$ cat config.mk
export PLATFORM = sky130hd
export DESIGN_NAME = cmc_top
export DESIGN_NICKNAME = d
export VERILOG_FILES = /design/src/logic/cmc_pkg.sv /design/src/logic/cmc_mode_decode.sv /design/src/logic/cmc_top.sv
export SDC_FILE = /design/constraint.sdc
export NUM_CORES = 1
export LEC_CHECK = 0
export BUFFER_PORTS_ARGS = -buffer_cell sky130_fd_sc_hd__buf_4
export CAP_MARGIN = 20
export CORE_ASPECT_RATIO = 1.2
export CORE_UTILIZATION = 61
export CTS_CLUSTER_DIAMETER = 50
export DETAILED_ROUTE_END_ITERATION = 6
export PLACE_DENSITY = 0.86
export SLEW_MARGIN = 20
export SYNTH_ARGS = -nofsm -noshare
export SYNTH_HDL_FRONTEND = slang
export SYNTH_SLANG_ARGS = --single-unit
$ cat constraint.sdc
create_clock -name REF_CLK -period 6.4 [get_ports REF_CLK]
set_input_delay 0.32 -clock REF_CLK [delete_from_list [all_inputs] [get_ports REF_CLK]]
set_output_delay 0.32 -clock REF_CLK [all_outputs]
set_load 0.1 [all_outputs]
$ cat src/logic/cmc_pkg.sv
// package: constants for the cache mode control block
package cmc_pkg;
  // register byte offsets
  localparam logic [3:0] CMC_OFF_CTRL = 4'h0;
  localparam logic [3:0] CMC_OFF_STAT = 4'h4;
  localparam logic [3:0] CMC_OFF_MASK = 4'h8;
  // control register fields
  localparam int CMC_CTRL_CD = 0;
  localparam int CMC_CTRL_NW = 1;
  localparam logic [1:0] CMC_CTRL_RST = 2'h3;
  // status/mask bit positions
  localparam int CMC_EV_FAULT = 0;
  localparam int CMC_EV_FILL = 1;
  localparam int CMC_EV_WMISS = 2;
  localparam int CMC_EV_WRITE = 3;
  localparam int CMC_EV_W = 4;
  localparam logic [3:0] CMC_MASK_RST = 4'h0;
  // cache geometry
  localparam int CMC_SETS = 16;
  localparam int CMC_IDX_W = 4;
  localparam int CMC_TAG_W = 8;
  localparam int CMC_DATA_W = 32;
  // line states
  typedef enum logic [1:0] {
    CMC_INV = 2'h0,
    CMC_SHR = 2'h1,
    CMC_EXC = 2'h3,
    CMC_MOD = 2'h2
  } cmc_line_t;
  // access kinds
  typedef enum logic [1:0] {
    CMC_OP_READ = 2'h0,
    CMC_OP_WRITE = 2'h1,
    CMC_OP_SNOOP = 2'h3
  } cmc_op_t;
endpackage : cmc_pkg

$ cat src/logic/cmc_mode_decode.sv
// mode decode: turns the two cache flags into per-access policy
`timescale 1ns/1ps
module cmc_mode_decode
  import cmc_pkg::*;
(
  input wire logic cd,
  input wire logic nw,
  input wire logic wt_variant,
  output logic alloc_en,
  output logic snoop_en,
  output logic wr_hit_quiet,
  output logic wt_all
);
  assign alloc_en = ~cd;
  assign snoop_en = ~(cd & nw);
  assign wr_hit_quiet = cd & nw;
  assign wt_all = wt_variant & ~nw;
endmodule : cmc_mode_decode

$ cat src/logic/cmc_top.sv
// cache mode control: line state directory, write policy and Avalon registers
//
// The register addresses and register access over Avalon-MM were chosen for this implementation.
`timescale 1ns/1ps
module cmc_top
  import cmc_pkg::*;
(
  // clock and reset
  input wire logic REF_CLK,
  input wire logic RESET,
  // build option
  input wire logic WT_VARIANT,
  // avalon slave
  input wire logic [3:0] AVS_ADDRESS,
  input wire logic AVS_READ,
  input wire logic AVS_WRITE,
  input wire logic [31:0] AVS_WRITEDATA,
  input wire logic [3:0] AVS_BYTEENABLE,
  output logic [31:0] AVS_READDATA,
  output logic AVS_WAITREQUEST,
  // core access
  input wire logic ACC_VALID,
  input wire logic [1:0] ACC_OP,
  input wire logic [CMC_IDX_W-1:0] ACC_INDEX,
  input wire logic [CMC_TAG_W-1:0] ACC_TAG,
  input wire logic [CMC_DATA_W-1:0] ACC_WDATA,
  input wire logic SNOOP_INVAL,
  input wire logic LINE_POLICY_SELECT_PIN,
  // access results
  output logic ACC_HIT,
  output logic [CMC_DATA_W-1:0] ACC_RDATA,
  output logic ACC_DONE,
  output logic EXT_WRITE,
  output logic EXT_FILL,
  output logic [1:0] ACC_LINE_STATE,
  // events
  output logic PROTECTION_FAULT,
  output logic IRQ
);
  logic cache_disable_flag;
  logic no_write_through_flag;
  logic [CMC_EV_W-1:0] status;
  logic [CMC_EV_W-1:0] mask;
  logic bus_ack;
  cmc_line_t line_state [CMC_SETS];
  logic [CMC_TAG_W-1:0] line_tag [CMC_SETS];
  logic [CMC_DATA_W-1:0] line_data [CMC_SETS];

  logic alloc_en, snoop_en, wr_hit_quiet, wt_all;
  cmc_mode_decode u_dec (
    .cd(cache_disable_flag),
    .nw(no_write_through_flag),
    .wt_variant(WT_VARIANT),
    .alloc_en(alloc_en),
    .snoop_en(snoop_en),
    .wr_hit_quiet(wr_hit_quiet),
    .wt_all(wt_all)
  );

  // bus decode: one wait cycle then ack
  wire bus_req = (AVS_READ | AVS_WRITE) & ~bus_ack;
  wire sel_ctrl = AVS_ADDRESS == CMC_OFF_CTRL;
  wire sel_stat = AVS_ADDRESS == CMC_OFF_STAT;
  wire sel_mask = AVS_ADDRESS == CMC_OFF_MASK;
  wire wr_ctrl = bus_ack & AVS_WRITE & sel_ctrl & AVS_BYTEENABLE[0];
  wire wr_mask = bus_ack & AVS_WRITE & sel_mask & AVS_BYTEENABLE[0];
  wire rd_stat = bus_ack & AVS_READ & sel_stat;
  wire new_cd = AVS_WRITEDATA[CMC_CTRL_CD];
  wire new_nw = AVS_WRITEDATA[CMC_CTRL_NW];
  wire bad_combo = wr_ctrl & ~new_cd & new_nw;
  wire [31:0] next_rdata = sel_ctrl ? {30'h0, no_write_through_flag, cache_disable_flag} :
                           sel_stat ? {28'h0, status} :
                           sel_mask ? {28'h0, mask} : 32'h0;

  // access decode
  wire op_read = ACC_VALID & (ACC_OP == CMC_OP_READ);
  wire op_write = ACC_VALID & (ACC_OP == CMC_OP_WRITE);
  wire op_snoop = ACC_VALID & (ACC_OP == CMC_OP_SNOOP);
  cmc_line_t cur;
  assign cur = line_state[ACC_INDEX];
  wire hit = (cur != CMC_INV) & (line_tag[ACC_INDEX] == ACC_TAG);
  wire do_fill = op_read & ~hit & alloc_en;
  // external write decision per variant and mode
  wire wb_ext = ~hit | (cur == CMC_SHR);
  wire wr_ext = op_write & (wr_hit_quiet ? ~hit :
                            (wt_all | wb_ext));
  wire fill_excl = ~WT_VARIANT & LINE_POLICY_SELECT_PIN;
  cmc_line_t next_fill;
  assign next_fill = fill_excl ? CMC_EXC : CMC_SHR;
  cmc_line_t next_wstate;
  always_comb begin
    next_wstate = cur;
    if (WT_VARIANT) begin
      next_wstate = cur;
    end else if (wr_hit_quiet) begin
      if (cur == CMC_EXC) begin
        next_wstate = CMC_MOD;
      end else begin
        next_wstate = cur;
      end
    end else if (cur == CMC_SHR) begin
      next_wstate = LINE_POLICY_SELECT_PIN ? CMC_EXC : CMC_SHR;
    end else if (cur == CMC_EXC) begin
      next_wstate = CMC_MOD;
    end
  end
  wire do_inval = op_snoop & SNOOP_INVAL & hit & snoop_en;
  wire [CMC_EV_W-1:0] events = {wr_ext, op_write & ~hit, do_fill, bad_combo};

  // control flags; the illegal combination leaves them untouched
  always_ff @(posedge REF_CLK) begin
    if (RESET) begin
      cache_disable_flag <= CMC_CTRL_RST[CMC_CTRL_CD];
      no_write_through_flag <= CMC_CTRL_RST[CMC_CTRL_NW];
    end else if (wr_ctrl & ~bad_combo) begin
      cache_disable_flag <= new_cd;
      no_write_through_flag <= new_nw;
    end
  end

  // sticky status: a set in the read cycle survives the clear
  always_ff @(posedge REF_CLK) begin
    if (RESET) begin
      status <= '0;
      mask <= CMC_MASK_RST;
    end else begin
      status <= (rd_stat ? '0 : status) | events;
      if (wr_mask) begin
        mask <= AVS_WRITEDATA[CMC_EV_W-1:0];
      end
    end
  end

  always_ff @(posedge REF_CLK) begin
    if (RESET) begin
      bus_ack <= 1'b0;
      AVS_READDATA <= 32'h0;
      AVS_WAITREQUEST <= 1'b1;
      IRQ <= 1'b0;
      PROTECTION_FAULT <= 1'b0;
    end else begin
      bus_ack <= bus_req;
      AVS_WAITREQUEST <= ~bus_req;
      if (bus_req & AVS_READ) begin
        AVS_READDATA <= next_rdata;
      end
      IRQ <= |((status | events) & mask);
      PROTECTION_FAULT <= bad_combo;
    end
  end

  // line directory
  genvar g;
  for (g = 0; g < CMC_SETS; g++) begin : g_line
    wire here = ACC_INDEX == CMC_IDX_W'(g);
    always_ff @(posedge REF_CLK) begin
      if (RESET) begin
        line_state[g] <= CMC_INV;
        line_tag[g] <= '0;
        line_data[g] <= '0;
      end else if (here & do_fill) begin
        line_state[g] <= next_fill;
        line_tag[g] <= ACC_TAG;
      end else if (here & op_write & hit) begin
        line_state[g] <= next_wstate;
        line_data[g] <= ACC_WDATA;
      end else if (here & do_inval) begin
        line_state[g] <= CMC_INV;
      end
    end
  end

  // access result, one cycle after the request
  always_ff @(posedge REF_CLK) begin
    if (RESET) begin
      ACC_HIT <= 1'b0;
      ACC_RDATA <= '0;
      ACC_DONE <= 1'b0;
      EXT_WRITE <= 1'b0;
      EXT_FILL <= 1'b0;
      ACC_LINE_STATE <= 2'h0;
    end else begin
      ACC_DONE <= ACC_VALID;
      ACC_HIT <= ACC_VALID & hit;
      ACC_RDATA <= (op_read & hit) ? line_data[ACC_INDEX] : '0;
      EXT_WRITE <= wr_ext;
      EXT_FILL <= do_fill;
      ACC_LINE_STATE <= do_fill ? next_fill : (op_write & hit) ? next_wstate :
                        do_inval ? CMC_INV : cur;
    end
  end
endmodule : cmc_top

==> results of run 1 <==
cell usage after synthesis (2+ instances only):
cell type  instances
a22oi_1            9
dfxtp_1           56
buf_4             38
nor2b_1           42
mux4_2           189
edfxtp_1         672
nor3_1           397
a21oi_1            8
clkbuf_2           2
o21bai_1          13
nor2_1           198
and2_1             2
nand3b_1           4
nand3_1           15
a31oi_1            3
o22ai_1            4
nand4_1            3
o21ai_0            6
o211ai_1           2
nand2b_1          46
buf_1             40
inv_1              4
or2_2              5
xnor2_1            9
a22o_1             4
mux2i_1           33
a211o_1            9
mux2_2            12
clkbuf_1         156
nand2_1           27
and3_1           129
buf_2             52
and4b_1            2
nand3_2            4
xor2_1             2
a21o_1            17
a221oi_1           4
layout by cell type, fill, tap and decap left out, types with 41 or more instances in the layout:
cell type,synthesis,final
dfxtp_1,56,56
nand2b_1,46,41
edfxtp_1,672,672
nor3_1,397,397
and3_1,129,129
nor2b_1,42,42
clkbuf_16,0,74
mux4_2,189,189
nor2_1,198,198
buf_4,38,154
where the power goes:
part           total [uW]  switching (uW)  internal (uW)
Sequential           5370            50.2           5320
Combinational         818             532            286
Clock                4190            1810           2380
Total               10400            2400           7990
logic make-up after synthesis:
family / count (synthesis) / share of synthesized area, %
xor+xnor: 11 / 0.295
buf+inv: 294 / 4.05
compound gates: 90 / 2.10
other cells: 1 / 0.0115
mux: 234 / 14.5
simple gates: 884 / 13.8
flops: 728 / 65.3
stage by stage:
stage | hold WS, ns | instances | area, um^2
global route | 0.0531 | 2991 | 36300
detailed placement | 0.469 | 2852 | 33900
global placement | 0.453 | 2852 | 33900
finish | 0.0431 | 2991 | 36300
floorplan | 0.444 | 2269 | 32700
CTS | 0.0191 | 2990 | 36200
layout make-up:
type	count	area (um^2)
fillers	3402	16400
inverters	5	18.8
flip-flops and latches	728	21300
clock buffers	102	2060
well taps	705	882
clock inverters	30	265
repair buffers	174	1490
multi-input cells	1247	10300
layer usage:
metal / part of all wire (%) / vias up / track usage, %
met5: 0 / - / 0
met1: 32 / 10300 / 41.8
li1: - / 8510 / -
met4: 6.2 / 0 / 19.9
met3: 12 / 390 / 6.23
met2: 50 / 1765 / 53.1
sequential cells by signal, indices dropped and copies added (netlist names), 2 cells and up:
name and count:
line_tag 128, status 4, ACC_RDATA 32, mask 4, line_data 512, ACC_LINE_STATE 2
AVS_READDATA 4, line_state 32
worst max path at each step:
stage                                          end  depth (start not counted)
finish               line_data[6][4]$_SDFFCE_PN0P_                         13
global route         line_data[6][4]$_SDFFCE_PN0P_                         13
CTS                  line_data[6][4]$_SDFFCE_PN0P_                         13
detailed placement   line_data[6][8]$_SDFFCE_PN0P_                         13
global placement     line_data[6][9]$_SDFFCE_PN0P_                         13
floorplan           line_data[11][0]$_SDFFCE_PN0P_                         13
==> impl_metrics.ini, run 1 <==
[worst_setup_path]
path_class = in -> reg
crit_slowest_cell = buf_4
r2r_start = line_tag[12][3]$_SDFFCE_PN0P_
worstSetupEndpointType = register
critPathLaunch = ACC_INDEX[3]
crit_fanout = 59
cp_cell_sequence = buf_4, buf_4, mux4_2, mux2i_1, xnor2_1, nor2_1, and4_1, o2111a_1, buf_4, nand3_2, buf_4, nand2b_2, buf_4
worstPathRequired_ns = 6.69
critical_path_buf_inv_count = 5
path_common_cell = buf_4
slowest_delay_ns = 0.72
arrival_ns = 4.46
critPathLaunchType = input pin
crit_family = buffers and inverters
reg2reg_depth = 10
r2r_slack_ns = 2.36
rr_endpoint = line_data[6][4]$_SDFFCE_PN0P_

[synth]
async_reset_ff_share_pct = 0
synth-seq-area-share_pct = 65.3
synth_area_leaders = edfxtp_1, mux4_2, nor3_1
ys_warn_count = 0
syn-mean-instance-area_um2 = 14.6
synthCells = 2242
synth_ff_type = edfxtp_1
netlist.area_leader.share_pct = 61.8
ys_types = 61
synth_edf_count = 672
synth_top_area_cell = edfxtp_1
ys_ff_latch = 728
syn_area_um2 = 32600

[clock_network]
cts_hold_buffers = 6
cts_made_buffers = 72
clockRootBuffer = clkbuf_16
cts_max_level = 3
cts.sinks = 728
cts_tree = done
clockBufferDepth = 3
cts-resized-gates = 0
clock_latency_ns = 0.63
postCtsSetupBuffers = 0
clk_pin_slew_ns = 0.06

[hold_path]
hold_class = in -> reg
hold_path_end = ACC_DONE$_SDFF_PP0_
worstHoldStart = ACC_VALID
whs_path_depth = 2

[sta]
fin_crit_ns = 4.17
tns_ns = 0
rsz0062_at_grt = no
period_share_pct = 65.1
hold_violations = 0
drv_slew = 0
tightest_slew_ns = 1.10
fin_skew_ns = 0.0493
fmax_ghz = 0.240
setup_ws_ns = 2.23
relSlewSlack_pct = 25.4
setup_viol = 0

[power]
power.leakage_uw = 0.0127
ir_drop_uv = 250
power_density_nw_per_um2 = 286
finalPower_uw = 10400

[floorplan]
rows = 92
die-width_um = 213
initial_core_util_pct = 61.9
design.core.area_um2 = 52700
die_area_um2 = 54400
dieHeight_um = 255
io-pin-count = 167

[finish]
fin_util_pct = 68.8
diodes = 0
nets = 2322
area_growth_pct = 11.2
drive_gt1_share_pct = 22.5

[placement]
globalplace.congestion = 0.878
dp_hpwl_um = 47800
dp_slack_ns = 1.70
io_buffers = 107

[flow_run]
drv_cap = 0

[global_route]
grt_pass1_wl_um = 131000
grt_pass1_vias = 21400
grt_max_degree = 177
grt_antenna_before_repair = 0
gr-total-overflow = 0
grt_usage_pct = 33.1

[detailed_routing]
wirelength_um = 87600
drt-initial-drc-count = 2909
postRouteAntennaNets = 0
route.detailed.drc = 0
via_count = 20900
drt-pass1-iter-count = 6
wire_per_inst_um = 29.3
viasPerCell = 7.00

[run_status]
status = completed
Note: power is estimated with default switching activity, not from simulation.
==> run 2, diff against run 1 <==
- clock period: 6.4 -> 4.3 ns (I/O delays scaled with it)
==> run 2 against run 1 <==
Design area increased by 0.28%. Cell count up 0.74%. Register-to-register slack worse by 1.8 ns. Sequential share of layout area shrank 0.16 points. Combinational power is 50% higher. Sequential power up 49%. Critical path type is now reg -> reg.
==> impl_metrics.ini, run 2 (synthesis gave the netlist of run 1 again) <==
[placement]
globalplace.congestion = 0.879
dp_hpwl_um = 48100
io_buffers = 107
dp.cells = 2874
placed_area_um2 = 34100

[finish]
final_cell_mix = edfxtp_1, nor3_1, nor2_1, mux4_2, buf_4
top_regs = line_data x512, line_tag x128
fin_area_um2 = 36400
largest_register = line_data
seq_area_um2 = 21300
final_common_cell = edfxtp_1
area_growth_pct = 11.5
largest_reg_flops = 512
nets = 2346
fin_cells = 3013
nFillCells = 3253
drive_gt1_share_pct = 22.9
multi_input_area_um2 = 10300

[floorplan]
initial_core_util_pct = 61.9
rows = 92
design.core.area_um2 = 52700
dieHeight_um = 255
die-width_um = 213
io-pin-count = 167
die_area_um2 = 54400

[clock_network]
cts_max_level = 3
cts-resized-gates = 0
clk_pin_slew_ns = 0.06
postCtsSetupBuffers = 0
cts_tree = done
cts_hold_buffers = 11
cts_made_buffers = 70
cts.sinks = 728
clockRootBuffer = clkbuf_16
clockBufferDepth = 3
clock_latency_ns = 0.63

[detailed_routing]
wirelength_um = 87000
via_count = 21100
drt-pass1-iter-count = 6
drt-initial-drc-count = 3181
wire_per_inst_um = 28.9
postRouteAntennaNets = 0
route.detailed.drc = 0
viasPerCell = 7.00

[sta]
fin_skew_ns = 0.0382
drv_slew = 0
relSlewSlack_pct = 25.6
rsz0062_at_grt = no
fin_crit_ns = 3.75
hold_violations = 0
fmax_ghz = 0.267
period_share_pct = 87.2
tightest_slew_ns = 1.12
setup_viol = 0

[worst_setup_path]
worstSetupEndpointType = register
arrival_ns = 4.03
crit_fanout = 40
worstPathRequired_ns = 4.58
path_class = reg -> reg
critPathLaunchType = register
critPathLaunch = line_tag[14][3]$_SDFFCE_PN0P_
r2r_start = line_tag[14][3]$_SDFFCE_PN0P_

[global_route]
gr-total-overflow = 0
grt_usage_pct = 32.8
grt_pass1_vias = 21900
grt_max_degree = 130
grt_pass1_wl_um = 130000
grt_antenna_before_repair = 1

[power]
ir_drop_uv = 424
finalPower_uw = 15200
power_density_nw_per_um2 = 419
power.leakage_uw = 0.0127

[hold_path]
worstHoldStart = ACC_OP[0]
hold_class = in -> reg

[flow_run]
drv_cap = 0

[run_status]
status = completed
run 2: metrics by stage:
step	hold WS (ns)	util, %	setup slack (ns)	TNS [ns]
after detailed placement	0.464	64.6	0.317	0
after floorplan	0.347	-	-0.236	-52.86
final	0.0157	69.0	0.550	0
after global placement	0.457	64.6	0.410	0
after global routing	0.0395	69.0	0.469	0
after CTS	0.0206	69.0	0.631	0
run 2: worst paths after layout:
kind	endpoint	slack, ns	depth (start not counted)
min reg2reg	status[0]$_SDFF_PP0_	0.48	2
max reg2reg	line_data[3][0]$_SDFFCE_PN0P_	0.55	9
min	ACC_LINE_STATE[0]$_SDFF_PP0_	0.02	4
max	line_data[3][0]$_SDFFCE_PN0P_	0.55	9
run 2: report_power, final:
group / internal (uW) / total (uW) / switching, uW
registers: 7920 / 7990 / 70.2
clock network: 3350 / 6020 / 2670
logic: 435 / 1230 / 799
run 2: routing by layer:
layer	global-route usage [%]	vias to the layer above	routed length (um)
met2	52.7	1810	42800
li1	-	8557	-
met4	20.2	0	5510
met5	0	-	0
met3	8.35	419	11200
met1	39.7	10300	27400
run 2: cell type report:
class	count	area share (%)
Clock inverter	29	0.705
Clock buffer	98	5.33
Inverter	5	0.0516
Antenna cell	1	0.00688
Multi-Input combinational cell	1247	28.2
Sequential cell	728	58.6
Tap cell	705	2.43
Timing Repair Buffer	200	4.68
run 2: critical path, cell delays in order, from the launching register on:
cell and delay, ns:
edfxtp_1 0.41, mux4_2 0.55, mux4_2 0.49, xor2_1 0.16
a311oi_2 0.33, o2111a_1 0.27, buf_4 0.21, nand2_8 0.26
o21bai_4 0.29, buf_4 0.39
